`config.mk`:
```
export PLATFORM = sky130hd
export DESIGN_NAME = irs_top
export DESIGN_NICKNAME = d
export VERILOG_FILES = /design/src/irs_pkg.sv /design/src/irs_top.sv
export SDC_FILE = /design/constraint.sdc
export NUM_CORES = 1
export LEC_CHECK = 0
export ABC_CLOCK_PERIOD_IN_PS = 5400
export BUFFER_PORTS_ARGS = -buffer_cell sky130_fd_sc_hd__buf_2
export CAP_MARGIN = 15
export CORE_ASPECT_RATIO = 0.75
export CORE_MARGIN = 4
export CORE_UTILIZATION = 24
export DETAILED_ROUTE_END_ITERATION = 8
export PLACE_DENSITY = 0.53
export SLEW_MARGIN = 20
export SYNTH_ARGS = -nofsm -noshare
export SYNTH_HDL_FRONTEND = slang
export SYNTH_SLANG_ARGS = --single-unit
export TNS_END_PERCENT = 10
```
`constraint.sdc`:
```
create_clock -name core_clk_i -period 5.4 [get_ports core_clk_i]
set_input_delay 0.54 -clock core_clk_i [delete_from_list [all_inputs] [get_ports core_clk_i]]
set_output_delay 0.54 -clock core_clk_i [all_outputs]
set_load 0.01 [all_outputs]
```
`src/irs_pkg.sv`:
```
package irs_pkg;

  // Register byte offsets
  localparam logic [7:0] CTRL_OFF = 8'h00;
  localparam logic [7:0] BAUD_OFF = 8'h04;
  localparam logic [7:0] STAT_OFF = 8'h08;
  localparam logic [7:0] MASK_OFF = 8'h0c;
  localparam logic [7:0] STATE_OFF = 8'h10;

  // Control bit positions
  localparam int CTRL_RSTART_BIT = 0;
  localparam int CTRL_STOP_BIT = 1;

  // Status / mask bit positions
  localparam int ST_START_BIT = 0;
  localparam int ST_DONE_BIT = 1;
  localparam int ST_COLL_BIT = 2;
  localparam int ST_WIDTH = 3;

  localparam logic [7:0] BAUD_RESET = 8'h04;
  localparam logic [1:0] AXI_OKAY = 2'b00;
  localparam logic [1:0] AXI_SLVERR = 2'b10;

  typedef enum logic [9:0] {
    IRS_IDLE = 10'h001,
    IRS_RS_SCL_LOW = 10'h002,
    IRS_RS_SDA_HIGH = 10'h004,
    IRS_RS_SCL_RISE = 10'h008,
    IRS_RS_BOTH_HIGH = 10'h010,
    IRS_RS_SDA_LOW = 10'h020,
    IRS_SP_SDA_LOW = 10'h040,
    IRS_SP_SCL_RISE = 10'h080,
    IRS_SP_COUNT = 10'h100,
    IRS_SP_SDA_REL = 10'h200
  } irs_state_t;

  typedef struct packed {
    logic scl;
    logic sda;
  } irs_bus_t;

endpackage

```
`src/irs_top.sv`:
```
`timescale 1ns/1ps
`default_nettype none
// Notes on behaviour
// - Repeated start begins only when idle
// - First drive SCL low
// - SCL low seen: load baud divider
// - Release SDA for one tick period
// - Timeout with SDA high releases SCL
// - SCL high seen: reload divider
// - Both lines high one full period
// - SDA low one period, then SCL low
// - Clear request, no reload, SDA low
// - Start seen on bus sets flag
// - Irq flag after final period expires
// - Request ignored while busy
// - SDA low at SCL rise: collision
// - SCL falls before SDA driven: collision
// - Stop: SDA low, release SCL, await
// - SCL high: load divider, count down
// - SDA low after stop count: collision
// - SCL low before SDA release: collision
module irs_top (
  input wire logic core_clk_i,
  input wire logic rstn_i,
  input wire logic [7:0] s_axi_awaddr_i,
  input wire logic s_axi_awvalid_i,
  output logic s_axi_awready_o,
  input wire logic [31:0] s_axi_wdata_i,
  input wire logic [3:0] s_axi_wstrb_i,
  input wire logic s_axi_wvalid_i,
  output logic s_axi_wready_o,
  output logic [1:0] s_axi_bresp_o,
  output logic s_axi_bvalid_o,
  input wire logic s_axi_bready_i,
  input wire logic [7:0] s_axi_araddr_i,
  input wire logic s_axi_arvalid_i,
  output logic s_axi_arready_o,
  output logic [31:0] s_axi_rdata_o,
  output logic [1:0] s_axi_rresp_o,
  output logic s_axi_rvalid_o,
  input wire logic s_axi_rready_i,
  input wire irs_pkg::irs_bus_t bus_in_i,
  output irs_pkg::irs_bus_t bus_out_o,
  output irs_pkg::irs_bus_t bus_oe_n_o,
  output logic irq_o
);
  import irs_pkg::*;

  irs_bus_t sync1_reg;
  irs_bus_t sync2_reg;
  irs_bus_t prev_reg;
  irs_state_t state_reg;
  logic [7:0] baud_reload_value_reg;
  logic [7:0] cnt_reg;
  logic cnt_run_reg;
  logic repeated_start_request_reg;
  logic stop_request_reg;
  logic [ST_WIDTH-1:0] stat_reg;
  logic [ST_WIDTH-1:0] mask_reg;
  logic drv_scl_low_reg;
  logic drv_sda_low_reg;
  logic aw_got_reg;
  logic w_got_reg;
  logic [7:0] aw_addr_reg;
  logic [31:0] w_data_reg;
  logic [3:0] w_strb_reg;

  logic scl_s;
  logic sda_s;
  logic tick;
  logic load;
  logic coll;
  logic done_ev;
  logic start_seen;
  logic wr_go;
  logic rd_go;
  logic ctrl_wr;
  logic stat_wr;
  logic [31:0] wmask;

  function automatic logic [31:0] strb_mask(input logic [3:0] s);
    strb_mask = {{8{s[3]}}, {8{s[2]}}, {8{s[1]}}, {8{s[0]}}};
  endfunction

  function automatic logic is_mapped(input logic [7:0] a);
    is_mapped = (a == CTRL_OFF) || (a == BAUD_OFF) || (a == STAT_OFF) ||
                (a == MASK_OFF) || (a == STATE_OFF);
  endfunction

  // Two-flop synchroniser on the bus lines
  always_ff @(posedge core_clk_i or negedge rstn_i) begin
    if (!rstn_i) begin
      sync1_reg <= '{scl: 1'b1, sda: 1'b1};
      sync2_reg <= '{scl: 1'b1, sda: 1'b1};
      prev_reg <= '{scl: 1'b1, sda: 1'b1};
    end else begin
      sync1_reg <= bus_in_i;
      sync2_reg <= sync1_reg;
      prev_reg <= sync2_reg;
    end
  end

  assign scl_s = sync2_reg.scl;
  assign sda_s = sync2_reg.sda;
  assign start_seen = prev_reg.sda && !sda_s && scl_s && prev_reg.scl;

  // Baud divider: tick when the loaded count reaches zero
  assign tick = cnt_run_reg && (cnt_reg == 8'h00);

  always_ff @(posedge core_clk_i or negedge rstn_i) begin
    if (!rstn_i) begin
      cnt_reg <= 8'h00;
      cnt_run_reg <= 1'b0;
    end else if (load) begin
      cnt_reg <= baud_reload_value_reg;
      cnt_run_reg <= 1'b1;
    end else if (tick || coll) begin
      cnt_run_reg <= 1'b0;
    end else if (cnt_run_reg) begin
      cnt_reg <= cnt_reg - 8'h01;
    end
  end

  // Sequencer load, collision and completion decisions
  always_comb begin
    load = 1'b0;
    coll = 1'b0;
    done_ev = 1'b0;
    case (state_reg)
      IRS_RS_SCL_LOW: begin
        load = !scl_s && !cnt_run_reg;
      end
      IRS_RS_SDA_HIGH: begin
        coll = tick && !sda_s;
      end
      IRS_RS_SCL_RISE: begin
        // SDA must be high at rise
        coll = scl_s && !sda_s;
        load = scl_s && !cnt_run_reg && !coll;
      end
      IRS_RS_BOTH_HIGH: begin
        coll = !scl_s || !sda_s;
        load = tick && !coll;
      end
      IRS_RS_SDA_LOW: begin
        coll = !scl_s;
        done_ev = tick && !coll;
      end
      IRS_SP_SCL_RISE: begin
        load = scl_s && !cnt_run_reg;
      end
      IRS_SP_COUNT: begin
        coll = !scl_s;
        load = tick && !coll;
      end
      IRS_SP_SDA_REL: begin
        coll = tick && !sda_s;
        done_ev = tick && sda_s;
      end
      default: begin
        load = 1'b0;
      end
    endcase
  end

  always_ff @(posedge core_clk_i or negedge rstn_i) begin
    if (!rstn_i) begin
      state_reg <= IRS_IDLE;
      drv_scl_low_reg <= 1'b0;
      drv_sda_low_reg <= 1'b0;
    end else if (coll) begin
      state_reg <= IRS_IDLE;
      drv_scl_low_reg <= 1'b0;
      drv_sda_low_reg <= 1'b0;
    end else begin
      case (state_reg)
        IRS_IDLE: begin
          if (repeated_start_request_reg) begin
            drv_scl_low_reg <= 1'b1;
            state_reg <= IRS_RS_SCL_LOW;
          end else if (stop_request_reg) begin
            drv_sda_low_reg <= 1'b1;
            state_reg <= IRS_SP_SDA_LOW;
          end
        end
        IRS_RS_SCL_LOW: begin
          if (load) begin
            drv_sda_low_reg <= 1'b0;
            state_reg <= IRS_RS_SDA_HIGH;
          end
        end
        IRS_RS_SDA_HIGH: begin
          if (tick) begin
            drv_scl_low_reg <= 1'b0;
            state_reg <= IRS_RS_SCL_RISE;
          end
        end
        IRS_RS_SCL_RISE: begin
          if (load) begin
            state_reg <= IRS_RS_BOTH_HIGH;
          end
        end
        IRS_RS_BOTH_HIGH: begin
          if (tick) begin
            drv_sda_low_reg <= 1'b1;
            state_reg <= IRS_RS_SDA_LOW;
          end
        end
        IRS_RS_SDA_LOW: begin
          if (tick) begin
            drv_scl_low_reg <= 1'b1;
            state_reg <= IRS_IDLE;
          end
        end
        IRS_SP_SDA_LOW: begin
          if (!sda_s) begin
            drv_scl_low_reg <= 1'b0;
            state_reg <= IRS_SP_SCL_RISE;
          end
        end
        IRS_SP_SCL_RISE: begin
          if (load) begin
            state_reg <= IRS_SP_COUNT;
          end
        end
        IRS_SP_COUNT: begin
          if (tick) begin
            drv_sda_low_reg <= 1'b0;
            state_reg <= IRS_SP_SDA_REL;
          end
        end
        IRS_SP_SDA_REL: begin
          state_reg <= tick ? IRS_IDLE : IRS_SP_SDA_REL;
        end
        default: begin
          state_reg <= IRS_IDLE;
        end
      endcase
    end
  end

  assign bus_out_o = '{scl: 1'b0, sda: 1'b0};
  assign bus_oe_n_o = '{scl: !drv_scl_low_reg, sda: !drv_sda_low_reg};

  // AXI4-Lite write path
  assign s_axi_awready_o = !aw_got_reg && !s_axi_bvalid_o;
  assign s_axi_wready_o = !w_got_reg && !s_axi_bvalid_o;
  assign wr_go = aw_got_reg && w_got_reg && !s_axi_bvalid_o;
  assign wmask = strb_mask(w_strb_reg);
  assign ctrl_wr = wr_go && (aw_addr_reg == CTRL_OFF);
  assign stat_wr = wr_go && (aw_addr_reg == STAT_OFF);

  always_ff @(posedge core_clk_i or negedge rstn_i) begin
    if (!rstn_i) begin
      aw_got_reg <= 1'b0;
      w_got_reg <= 1'b0;
      aw_addr_reg <= 8'h00;
      w_data_reg <= 32'h0000_0000;
      w_strb_reg <= 4'h0;
      s_axi_bvalid_o <= 1'b0;
      s_axi_bresp_o <= AXI_OKAY;
    end else begin
      if (s_axi_awvalid_i && s_axi_awready_o) begin
        aw_got_reg <= 1'b1;
        aw_addr_reg <= s_axi_awaddr_i;
      end
      if (s_axi_wvalid_i && s_axi_wready_o) begin
        w_got_reg <= 1'b1;
        w_data_reg <= s_axi_wdata_i;
        w_strb_reg <= s_axi_wstrb_i;
      end
      if (wr_go) begin
        aw_got_reg <= 1'b0;
        w_got_reg <= 1'b0;
        s_axi_bvalid_o <= 1'b1;
        s_axi_bresp_o <= is_mapped(aw_addr_reg) ? AXI_OKAY : AXI_SLVERR;
      end else if (s_axi_bvalid_o && s_axi_bready_i) begin
        s_axi_bvalid_o <= 1'b0;
      end
    end
  end

  // Software registers
  always_ff @(posedge core_clk_i or negedge rstn_i) begin
    if (!rstn_i) begin
      baud_reload_value_reg <= BAUD_RESET;
      mask_reg <= '0;
    end else if (wr_go && wmask[0]) begin
      if (aw_addr_reg == BAUD_OFF) baud_reload_value_reg <= w_data_reg[7:0];
      if (aw_addr_reg == MASK_OFF) mask_reg <= w_data_reg[ST_WIDTH-1:0];
    end
  end

  always_ff @(posedge core_clk_i or negedge rstn_i) begin
    if (!rstn_i) begin
      repeated_start_request_reg <= 1'b0;
      stop_request_reg <= 1'b0;
    end else begin
      if ((state_reg == IRS_RS_SDA_LOW && tick) || coll) begin
        repeated_start_request_reg <= 1'b0;
      end else if (ctrl_wr && wmask[0] && w_data_reg[CTRL_RSTART_BIT]) begin
        if (state_reg == IRS_IDLE) repeated_start_request_reg <= 1'b1;
      end
      if (state_reg == IRS_SP_SDA_REL && (tick || coll)) begin
        stop_request_reg <= 1'b0;
      end else if (state_reg == IRS_SP_COUNT && coll) begin
        stop_request_reg <= 1'b0;
      end else if (ctrl_wr && wmask[0] && w_data_reg[CTRL_STOP_BIT] &&
                   state_reg == IRS_IDLE && !repeated_start_request_reg) begin
        stop_request_reg <= 1'b1;
      end
    end
  end

  // Sticky status: set wins over write-one-to-clear
  always_ff @(posedge core_clk_i or negedge rstn_i) begin
    if (!rstn_i) begin
      stat_reg <= '0;
    end else begin
      for (int i = 0; i < ST_WIDTH; i++) begin
        if (stat_wr && wmask[0] && w_data_reg[i]) stat_reg[i] <= 1'b0;
      end
      if (start_seen) stat_reg[ST_START_BIT] <= 1'b1;
      if (done_ev) stat_reg[ST_DONE_BIT] <= 1'b1;
      if (coll) stat_reg[ST_COLL_BIT] <= 1'b1;
    end
  end

  assign irq_o = |(stat_reg & mask_reg);

  // AXI4-Lite read path
  assign rd_go = s_axi_arvalid_i && s_axi_arready_o;
  assign s_axi_arready_o = !s_axi_rvalid_o;

  always_ff @(posedge core_clk_i or negedge rstn_i) begin
    if (!rstn_i) begin
      s_axi_rvalid_o <= 1'b0;
      s_axi_rdata_o <= 32'h0000_0000;
      s_axi_rresp_o <= AXI_OKAY;
    end else if (rd_go) begin
      s_axi_rvalid_o <= 1'b1;
      s_axi_rresp_o <= is_mapped(s_axi_araddr_i) ? AXI_OKAY : AXI_SLVERR;
      case (s_axi_araddr_i)
        CTRL_OFF: s_axi_rdata_o <= {30'h0, stop_request_reg,
                                    repeated_start_request_reg};
        BAUD_OFF: s_axi_rdata_o <= {24'h0, baud_reload_value_reg};
        STAT_OFF: s_axi_rdata_o <= {29'h0, stat_reg};
        MASK_OFF: s_axi_rdata_o <= {29'h0, mask_reg};
        STATE_OFF: s_axi_rdata_o <= {22'h0, state_reg};
        default: s_axi_rdata_o <= 32'h0000_0000;
      endcase
    end else if (s_axi_rvalid_o && s_axi_rready_i) begin
      s_axi_rvalid_o <= 1'b0;
    end
  end

endmodule
`default_nettype wire

```
# After elaboration in Yosys (flattened, before gate mapping)
# Index checks and enable logic that the tools add are counted.
classes:
  n_addsub: 1
  eq_ne: 31
  mux: 55
  n_bitwise: 1
  reduce_logical: 86
op_table:
  columns: ["op", "n"]
  rows:
  - ["10-bit 2-to-1 mux", 12]
  - ["10-bit case mux with 10 select lines", 1]
  - ["10-bit case mux with 5 select lines", 1]
  - ["1-bit logical AND", 36]
  - ["3-bit inequality test (second input constant)", 11]
  - ["8-bit by 4-bit equality test with 1-bit output (second input constant)", 4]
  - ["1-bit 2-to-1 mux", 31]
  - ["8-bit zero test", 3]
  - ["8-bit 2-to-1 mux", 3]
  - ["2-bit nonzero test", 11]
  - ["8-bit by 3-bit equality test with 1-bit output (second input constant)", 2]
  - ["8-bit by 5-bit equality test with 1-bit output (second input constant)", 2]
  - ["1-bit zero test", 12]
  - ["1-bit case mux with 4 select lines", 3]
  - ["1-bit logical OR", 11]
  - ["10-bit by 1-bit equality test with 1-bit output (second input constant)", 1]
  - ["10-bit equality test (second input constant)", 1]
  - ["10-bit by 2-bit equality test with 1-bit output (second input constant)", 1]
  - ["10-bit by 3-bit equality test with 1-bit output (second input constant)", 1]
  - ["10-bit by 4-bit equality test with 1-bit output (second input constant)", 1]
  - ["10-bit by 5-bit equality test with 1-bit output (second input constant)", 1]
  - ["10-bit by 6-bit equality test with 1-bit output (second input constant)", 1]
  - ["10-bit by 7-bit equality test with 1-bit output (second input constant)", 1]
  - ["10-bit by 8-bit equality test with 1-bit output (second input constant)", 1]
  - ["other kinds (16)", 22]
word_totals:
  reg_bits: 100
  out_inout_bits: 46

# Depth between registers and ports, before layout
# Gate-level depths: netlist of the first run.
logic_depth:
  depth_word: 10
  depth_mapped: 11
  mapped_depth_nobuf: 9

# Least setup slack after synthesis of the first run
# No wires, ideal clock.
synth_timing:
  kind: "register to register"
  startpoint: "reg cnt_reg[0]"
  endpoint: "reg cnt_reg[7]"
  setup_ns: 0.126
  t_arrival_ns: 2.031
  path_slack_ns: 3.243
  stages_incl_launch_ff: 12
  n_path_buf: 2
  period_less_slack_ns: 2.157
  cell_sequence: "dfrtp_1 > inv_1 > ha_1 > nor4bb_1 > and2_1 > buf_2 > nand3b_1 > o211ai_4 > or2_1 > buf_4 > o21ai_1 > a221o_1"
synth_via:
  elab_chain_len: 7
  word_cells_on_any_way: 15
synth_rtl:
  columns: ["element", "line", "source"]
  rows:
  - ["start: declaration", "irs_top.sv:54", "logic [7:0] cnt_reg;"]
  - ["start signal: assignment", "irs_top.sv:115", "cnt_reg <= baud_reload_value_reg;"]
  - ["start signal: assignment", "irs_top.sv:120", "cnt_reg <= cnt_reg - 8'h01;"]
  - ["parallel branches: the longest is 7 deep, another holds 8-bit by 1-bit subtractor with 8-bit output", null, null]
# Parallel ways; which one is timed is not known. The select of a mux whose other input is x is not followed.
# A chain may end at the register's enable or synchronous reset.

# Final worst setup path of the first run
layout_timing:
  startpoint: "reg state_reg[4]"
  endpoint: "reg cnt_reg[7]"
layout_via:
  elab_chain_len: 6
  word_cells_on_any_way: 17
layout_rtl:
  columns: ["element", "line", "source"]
  rows:
  - ["start: declaration", "irs_top.sv:52", "irs_state_t state_reg;"]
  - ["start signal: assignment", "irs_top.sv:233", "state_reg <= tick ? IRS_IDLE : IRS_SP_SDA_REL;"]
  - ["10-bit equality test (tied with other cells)", "irs_top.sv:129", "case (state_reg)"]
  - ["2-bit OR reduction (no line)", null, null]
  - ["1-bit case mux with 4 select lines", "irs_top.sv:129", null]
  - ["1-bit logical OR", "irs_top.sv:117", "end else if (tick || coll) begin"]
  - ["2-bit inequality test (no line)", null, null]
  - ["2-bit AND reduction (no line)", null, null]
# Several ways; a longest one is shown, not always the timed one.

==> results of run 1 <==
==> final cells by class <==
| cell class | instances | area (sq um) |
|---|---|---|
| Fill cell | 1712 | 11500 |
| Sequential cell | 76 | 1910 |
| Multi-Input combinational cell | 276 | 1880 |
| Timing Repair Buffer | 55 | 303 |
| Tap cell | 210 | 263 |
| Clock buffer | 10 | 229 |
| Clock inverter | 6 | 95.1 |
| Inverter | 13 | 48.8 |
==> worst min path at each step <==
stage	startpoint	to	slack [ns]	cells after the start
5_1_grt	rstn_i	aw_addr_reg[0]	0.09	1
3_5_place_dp	sync1_reg[1]	scl_s	0.35	0
6_report	rstn_i	aw_addr_reg[6]	0.08	1
3_3_place_gp	sync1_reg[1]	scl_s	0.35	0
2_1_floorplan	rstn_i	aw_addr_reg[0]	0.24	0
4_1_cts	bus_in_i[0]	sync1_reg[0]	0.29	1
==> cells in the mapped netlist (2+ instances only) <==
cell type                  number  area share
sky130_fd_sc_hd__o21a_1         2      0.0037
sky130_fd_sc_hd__and4_1         3      0.0065
sky130_fd_sc_hd__buf_6          2      0.0056
sky130_fd_sc_hd__and4b_1        2      0.0050
sky130_fd_sc_hd__inv_1         12       0.011
sky130_fd_sc_hd__xnor2_1        3      0.0065
sky130_fd_sc_hd__nor2_1        21       0.020
sky130_fd_sc_hd__buf_2          7      0.0087
sky130_fd_sc_hd__mux2_2        31       0.086
sky130_fd_sc_hd__a22o_1         4      0.0087
sky130_fd_sc_hd__nand2_1       33       0.031
sky130_fd_sc_hd__a31oi_1        5      0.0077
sky130_fd_sc_hd__o21ai_0       20       0.025
sky130_fd_sc_hd__a222oi_1       3      0.0074
sky130_fd_sc_hd__o21ai_1        6      0.0074
sky130_fd_sc_hd__nor4b_1        3      0.0065
sky130_fd_sc_hd__nand3_1        8      0.0099
sky130_fd_sc_hd__nor3b_1        2      0.0037
sky130_fd_sc_hd__and2_1         3      0.0046
sky130_fd_sc_hd__buf_4         29       0.054
sky130_fd_sc_hd__or3_1          4      0.0062
sky130_fd_sc_hd__a32o_1         2      0.0050
sky130_fd_sc_hd__nand4_1        3      0.0046
sky130_fd_sc_hd__nor4_2         3      0.0093
sky130_fd_sc_hd__nor4_1         2      0.0031
sky130_fd_sc_hd__and3_1         4      0.0062
sky130_fd_sc_hd__nor3_1        14       0.017
sky130_fd_sc_hd__clkbuf_1       5      0.0046
sky130_fd_sc_hd__dfstp_2        8       0.052
sky130_fd_sc_hd__dfrtp_1       68        0.42
sky130_fd_sc_hd__a22oi_1        7       0.013
sky130_fd_sc_hd__ha_1           2      0.0062
sky130_fd_sc_hd__mux2i_1        2      0.0050
sky130_fd_sc_hd__and3b_1        2      0.0043
sky130_fd_sc_hd__nor2b_1        8       0.012
sky130_fd_sc_hd__nand3b_1       2      0.0037
sky130_fd_sc_hd__xor2_1         3      0.0065
sky130_fd_sc_hd__a21oi_1        8      0.0099
sky130_fd_sc_hd__a21o_1         7       0.013
==> critical path, cell delays in order (launching register included) <==
cell and delay [ns]:
sky130_fd_sc_hd__dfrtp_1 0.50, sky130_fd_sc_hd__nor4_2 0.87, sky130_fd_sc_hd__a41oi_2 0.31, sky130_fd_sc_hd__o211ai_4 0.50
sky130_fd_sc_hd__or2_1 0.30, sky130_fd_sc_hd__o21ai_1 0.11, sky130_fd_sc_hd__a221o_1 0.30
==> cells by family (layout without fill, tap and decap cells) <==
kind of cell / after synthesis / count (layout) / share of synthesized area
AND/OR/NAND/NOR: 128 / 128 / 0.183
AO/OA/AOI/OAI: 81 / 81 / 0.147
flip-flops: 76 / 76 / 0.473
buffers and inverters: 56 / 84 / 0.0849
multiplexers: 33 / 33 / 0.0914
XOR/XNOR: 6 / 6 / 0.0130
adder cells (fa/ha/maj): 2 / 2 / 0.00619
other: 1 / 26 / 0.000928
==> per-stage QoR <==
step / cells / area, sq um / power (mW) / setup slack [ns] / hold slack, ns
final: 646 / 4730 / 2.05 / 2.40 / 0.0787
after global routing: 646 / 4730 / 2.18 / 2.15 / 0.0874
after CTS: 645 / 4700 / 2.07 / 2.42 / 0.288
after detailed placement: 629 / 4380 / 1.41 / 2.43 / 0.347
after global placement: 629 / 4380 / 1.39 / 2.42 / 0.346
after floorplan: 408 / 4130 / 1.27 / 3.24 / 0.244
==> power groups by stage <==
stage / registers [mW] / logic (mW) / clock network, mW
6_report: 0.843 / 0.555 / 0.656
2_1_floorplan: 0.811 / 0.457 / 0
3_5_place_dp: 0.851 / 0.554 / 0
3_3_place_gp: 0.846 / 0.540 / 0
4_1_cts: 0.843 / 0.555 / 0.671
5_1_grt: 0.864 / 0.620 / 0.695
==> layer usage <==
layer | track usage | wire, um | up-vias
met4 | 0.0204 | 52 | 2
met5 | 0 | 15 | -
met1 | 0.159 | 4880 | 1483
met3 | 0.0476 | 1010 | 7
li1 | - | - | 1427
met2 | 0.138 | 4010 | 126
==> metrics.csv, run 1 <==
stage,metric,value,unit
run_status,run status,"finished, final reports clean",
sta,actual transition at the worst max-transition pin,0.928,ns
floorplan,effective utilization at floorplan,0.248,
floorplan,placeable core area,16300,sq um
critical_path,"Req. time, crit path",5.62,ns
yosys,number of warning messages in the yosys log,0,
floorplan,Std-Cell Rows,40,
pwr,leakage component of the power,2.15,nW
detailed_routing,total vias in the final route,3045,
layout,utilization after layout,0.291,
pwr,relative contribution of the clock network to total power,0.319,
clock_tree,source-to-sink clock delay at the later pin of the worst-skew pair,0.34,ns
clock_tree,hold bufs inserted after CTS,0,
critical_path,Crit Reg-Reg Startpoint,state_reg[4],
clock_tree,htree depth,3,
floorplan,# IOs,107,
layout,area growth from synthesis to layout,17.1,%
run,count of max-cap constraint violations,0,
critical_path,sort of element at the start of the critical path,flip-flop,
layout,number of nets in the layout,494,
global_route,total grt overflow,0,
clock_tree,TritonCTS Sinks,76,
pwr,switch share,0.324,
sta,final setup vio count,0,
clock_tree,maximum count of clock buffers along a single path,2,
yosys,"Avg Cell Area, Syn",10.5,sq um
critical_path,reg2reg path depth,6,
clock_tree,cts bufs inserted,9,
detailed_routing,per-cell via count in the routed design,4.71,
clock_tree,clock root buffer master,sky130_fd_sc_hd__clkbuf_16,
placement,final weighted congestion in routability-driven placement,0.910,
global_route,global-route usage over all layers,0.106,
pwr,largest voltage drop on the vdd net,0.200,mV
detailed_routing,remaining antenna violation count,0,
clock_tree,clock tree from TritonCTS,built,
critical_path,Arrival @ worst endpoint,3.22,ns
sta,final critical-path share of the clock period,0.556,
floorplan,horizontal die dimension,158,um
yosys,flip-flop and latch count after synthesis,76,
sta,Pins Over Slew Limit,0,
critical_path,endpoint class of the critical path,flip-flop,
pwr,sw power,0.666,mW
clock_tree,clock transition time at the flip-flop clock pins of the worst setup and hold paths,0.06,ns
detailed_routing,Detailed Route WL,9.96,mm
clock_tree,post-cts gate resize count,0,
pwr,sequential share of power,0.411,
floorplan,area of the die,19000,sq um
layout,share of final-layout standard cells stronger than drive strength 1,0.291,
layout,Antenna Diode Count,0,
critical_path,termination of the worst setup path,cnt_reg[7],
worst_hold_path,classification of the worst-slack hold path,input pin to async pin,
detailed_routing,Iteration-0 DRC Markers,235,
yosys,post-synthesis async set-or-reset flop share,1.00,
global_route,via count of the first global-routing pass,2989,
sta,top achievable clock speed,333,MHz
yosys,sequential cell area fraction in the yosys report,0.473,
sta,final hold vios,0,
yosys,number of distinct standard cells referenced by the synthesized netlist,69,
layout,most frequent standard cell in the layout excluding fill and tap cells,sky130_fd_sc_hd__dfrtp_1,
pwr,internal power,1.39,mW
yosys,Synth Instances,383,
critical_path,R2R Setup Slk,2.40,ns
yosys,number of enable flip-flop cells after synthesis,0,
critical_path,Reg-to-Reg End,cnt_reg[7],
critical_path,maximum fanout along the worst path,15,
global_route,pin count of the biggest net entering global routing,77,
detailed_routing,Routed WL per cell,15.4,um
layout,"commonest cells after routing, fill and taps aside","sky130_fd_sc_hd__dfrtp_1, sky130_fd_sc_hd__buf_2, sky130_fd_sc_hd__nand2_1, sky130_fd_sc_hd__mux2_2, sky130_fd_sc_hd__conb_1",
sta,minimum clock period,3.00,ns
sta,Total Negative Setup Slacks,0,ns
placement,PortBufs,53,
pwr,Gate power share,0.270,
sta,unrepaired setup endpoints after global routing,false,
clock_tree,count of buffers added by post-CTS timing repair for setup,0,
floorplan,vertical extent of the die,120,um
detailed_routing,DR pass1 iterations,4,
critical_path,kind of critical path,flip-flop to flip-flop,
placement,total half-perimeter wirelength after legalization and detailed placement,7.48,mm
critical_path,Critical Path Start,state_reg[4],
yosys,Post-Synthesis Cell Area,4040,sq um
global_route,antenna violations before repair,1,
sta,Worst Skew,0.00675,ns
global_route,first-pass GRT wire length,15.9,mm
detailed_routing,remaining routing DRC violations,0,
pwr,Pwr Density,434,nW/um^2
sta,Slew HR,0.376,
yosys,top_reg_cell synth,sky130_fd_sc_hd__dfrtp_1,
Note: power is estimated with default switching activity, not from simulation.
==> run 2: changes to the inputs <==
Settings changed: ABC_CLOCK_PERIOD_IN_PS 5400 to 2450, PLACE_DENSITY 0.53 to 0.54.
Clock period 5.4 ns to 2.45 ns, I/O delays scaled along.
==> metrics.csv, run 2 (synthesized netlist as in run 1, its figures left out) <==
stage,metric,value,unit,change
critical_path,Arrival @ worst endpoint,2.55,ns,-0.67 ns
placement,total placed cells including tap cells,654,,+4.0%
critical_path,reg2reg path depth,7,,+1
sta,worst slack on hold paths,0.0784,ns,-0.000294 ns
critical_path,kind of critical path,flip-flop to flip-flop,,
detailed_routing,total vias in the final route,3163,,+3.9%
critical_path,R2R Setup Slk,0.12,ns,-2.28 ns
pwr,leakage component of the power,2.25,nW,+4.6%
floorplan,vertical extent of the die,120,um,unchanged
clock_tree,clock tree from TritonCTS,built,,
clock_tree,clock transition time at the flip-flop clock pins of the worst setup and hold paths,0.06,ns,about the same
pwr,largest voltage drop on the vdd net,0.420,mV,+110%
sta,actual transition at the worst max-transition pin,0.669,ns,-0.259 ns
worst_hold_path,worst hold start,s_axi_bready_i,,
clock_tree,count of buffers added by post-CTS timing repair for setup,0,,unchanged
sta,final critical-path share of the clock period,0.952,,+0.395
pwr,switch share,0.340,,+0.0159
sta,final hold vios,0,,unchanged
clock_tree,source-to-sink clock delay at the later pin of the worst-skew pair,0.34,ns,about the same
sta,unrepaired setup endpoints after global routing,false,,
critical_path,sort of element at the start of the critical path,flip-flop,,
global_route,global-route usage over all layers,0.114,,+0.00816
placement,final weighted congestion in routability-driven placement,0.890,,-2.2%
pwr,relative contribution of the clock network to total power,0.278,,-0.041
layout,share of final-layout standard cells stronger than drive strength 1,0.326,,+0.0348
floorplan,effective utilization at floorplan,0.248,,unchanged
pwr,sw power,1.50,mW,+120%
run_status,run status,"finished, final reports clean",,
critical_path,endpoint class of the critical path,flip-flop,,
layout,most frequent standard cell in the layout excluding fill and tap cells,sky130_fd_sc_hd__dfrtp_1,,
global_route,first-pass GRT wire length,16.9,mm,+6.3%
global_route,via count of the first global-routing pass,3049,,+2.0%
clock_tree,maximum count of clock buffers along a single path,2,,unchanged
global_route,pin count of the biggest net entering global routing,39,,-49%
layout,area growth from synthesis to layout,20.6,%,
worst_hold_path,classification of the worst-slack hold path,input pin to flip-flop,,
clock_tree,htree depth,3,,unchanged
detailed_routing,remaining antenna violation count,0,,unchanged
worst_hold_path,hold-critical path endpoint,s_axi_bvalid_o,,
clock_tree,clock root buffer master,sky130_fd_sc_hd__clkbuf_16,,
detailed_routing,Iteration-0 DRC Markers,371,,+58%
global_route,antenna violations before repair,3,,+2
placement,total half-perimeter wirelength after legalization and detailed placement,8.08,mm,+8.0%
global_route,GR Util met3,0.0422,,-0.00537
critical_path,maximum fanout along the worst path,7,,-8
sta,Worst Skew,0.00741,ns,+0.000661 ns
pwr,internal power,2.90,mW,+110%
detailed_routing,per-cell via count in the routed design,4.70,,-0.29%
detailed_routing,DR pass1 iterations,4,,unchanged
clock_tree,cts bufs inserted,9,,unchanged
global_route,total grt overflow,0,,unchanged
detailed_routing,remaining routing DRC violations,0,,unchanged
clock_tree,TritonCTS Sinks,76,,unchanged
layout,"count of placed standard cells in the final layout, fillers left out",673,,+4.2%
floorplan,area of the die,19000,sq um,unchanged
layout,"commonest cells after routing, fill and taps aside","sky130_fd_sc_hd__dfrtp_1, sky130_fd_sc_hd__buf_2, sky130_fd_sc_hd__nand2_1, sky130_fd_sc_hd__mux2_2, sky130_fd_sc_hd__buf_4",,
sta,minimum clock period,2.33,ns,-0.673 ns
layout,Antenna Diode Count,0,,unchanged
sta,Total Negative Setup Slacks,0,ns,unchanged
detailed_routing,Routed WL per cell,15.6,um,+1.4%
pwr,Gate power share,0.298,,+0.028
critical_path,"Req. time, crit path",2.67,ns,-2.95 ns
pwr,Pwr Density,902,nW/um^2,+110%
floorplan,# IOs,107,,unchanged
floorplan,Std-Cell Rows,40,,unchanged
worst_hold_path,Worst Hold Path Cells,2,,
layout,number of nets in the layout,521,,+5.5%
layout,utilization after layout,0.300,,+0.00885
global_route,met2 usage,0.144,,+0.00584
sta,final setup vio count,0,,unchanged
floorplan,placeable core area,16300,sq um,unchanged
placement,placed standard-cell area,4560,sq um,+4.3%
sta,Slew HR,0.549,,+0.173
critical_path,Crit Reg-Reg Startpoint,state_reg[1],,
critical_path,Reg-to-Reg End,cnt_reg[7],,
sta,top achievable clock speed,429,MHz,+29%
run,count of max-cap constraint violations,0,,unchanged
layout,final non-filler cell area,4870,sq um,+3.0%
global_route,busiest layer in global routing,met1,,
pwr,sequential share of power,0.424,,+0.013
detailed_routing,Detailed Route WL,10.5,mm,+5.6%
sta,Pins Over Slew Limit,0,,unchanged
global_route,met1 track demand over resource,0.177,,+0.0177
placement,PortBufs,53,,unchanged
floorplan,horizontal die dimension,158,um,unchanged
-- run 2: cell count changes in the layout (fill, tap and decap cells not counted), sizes merged --
cell | previous run | this run
bufinv | 2 | 0
inv | 15 | 14
clkinv | 2 | 3
buf | 55 | 79
dlygate4sd3 | 0 | 3
clkinvlp | 0 | 1
clkbuf | 10 | 11
-- run 2: worst max-delay path: stages (launching register included) --
cell and delay, ns:
sky130_fd_sc_hd__dfrtp_1 0.40, sky130_fd_sc_hd__nor4_4 0.49, sky130_fd_sc_hd__and3_1 0.34, sky130_fd_sc_hd__a41oi_2 0.09, sky130_fd_sc_hd__o211ai_4 0.22, sky130_fd_sc_hd__or2_1 0.26, sky130_fd_sc_hd__o21ai_1 0.10, sky130_fd_sc_hd__a221o_1 0.29
-- run 2: how the worst max path moves through the flow --
stage / cells past startpoint / slack [ns] / start / end
floorplan: 11 / 0.29 / cnt_reg[0] / cnt_reg[7]
global placement: 9 / 0.14 / cnt_reg[1] / cnt_reg[7]
detailed placement: 9 / 0.11 / cnt_reg[1] / cnt_reg[7]
CTS: 9 / 0.09 / cnt_reg[0] / cnt_reg[7]
global route: 7 / 0.008 / state_reg[1] / cnt_reg[7]
finish: 7 / 0.12 / state_reg[1] / cnt_reg[7]
-- run 2: repair_timing --
action	CTS	global route
hold buffers	3	0
setup endpoints to repair	0	2
endpoints found under the hold margin	36	0
resized for setup	0	1
-- run 2: final cells by class --
type                    count  area, sq um
clock buffers              11          233
clock inverters             5         38.8
fillers                  1687        11400
inverters                  13         48.8
multi-input cells         276         1880
flip-flops and latches     76         1910
well taps                 210          263
repair buffers             82          493
-- run 2: power by group through the flow --
stage / combinational (mW) / clock (mW) / sequential, mW
after global placement: 1.27 / 0 / 1.87
after detailed placement: 1.29 / 0 / 1.88
after floorplan: 1.01 / 0 / 1.79
after CTS: 1.30 / 1.26 / 1.86
after global routing: 1.46 / 1.31 / 1.92
final: 1.31 / 1.22 / 1.86
-- run 2: metrics by stage --
| stage | total power [mW] | setup slack [ns] |
|---|---|---|
| detailed placement | 3.17 | 0.112 |
| floorplan | 2.79 | 0.293 |
| global placement | 3.14 | 0.138 |
| CTS | 4.43 | 0.0857 |
| finish | 4.39 | 0.118 |
| global route | 4.68 | 0.00768 |
-- run 2: routing by layer --
metal	wire length, um	part of all wire
met3	982	0.093
met1	5380	0.51
met4	102	0.0097
met2	4030	0.38
met5	34	0.0032
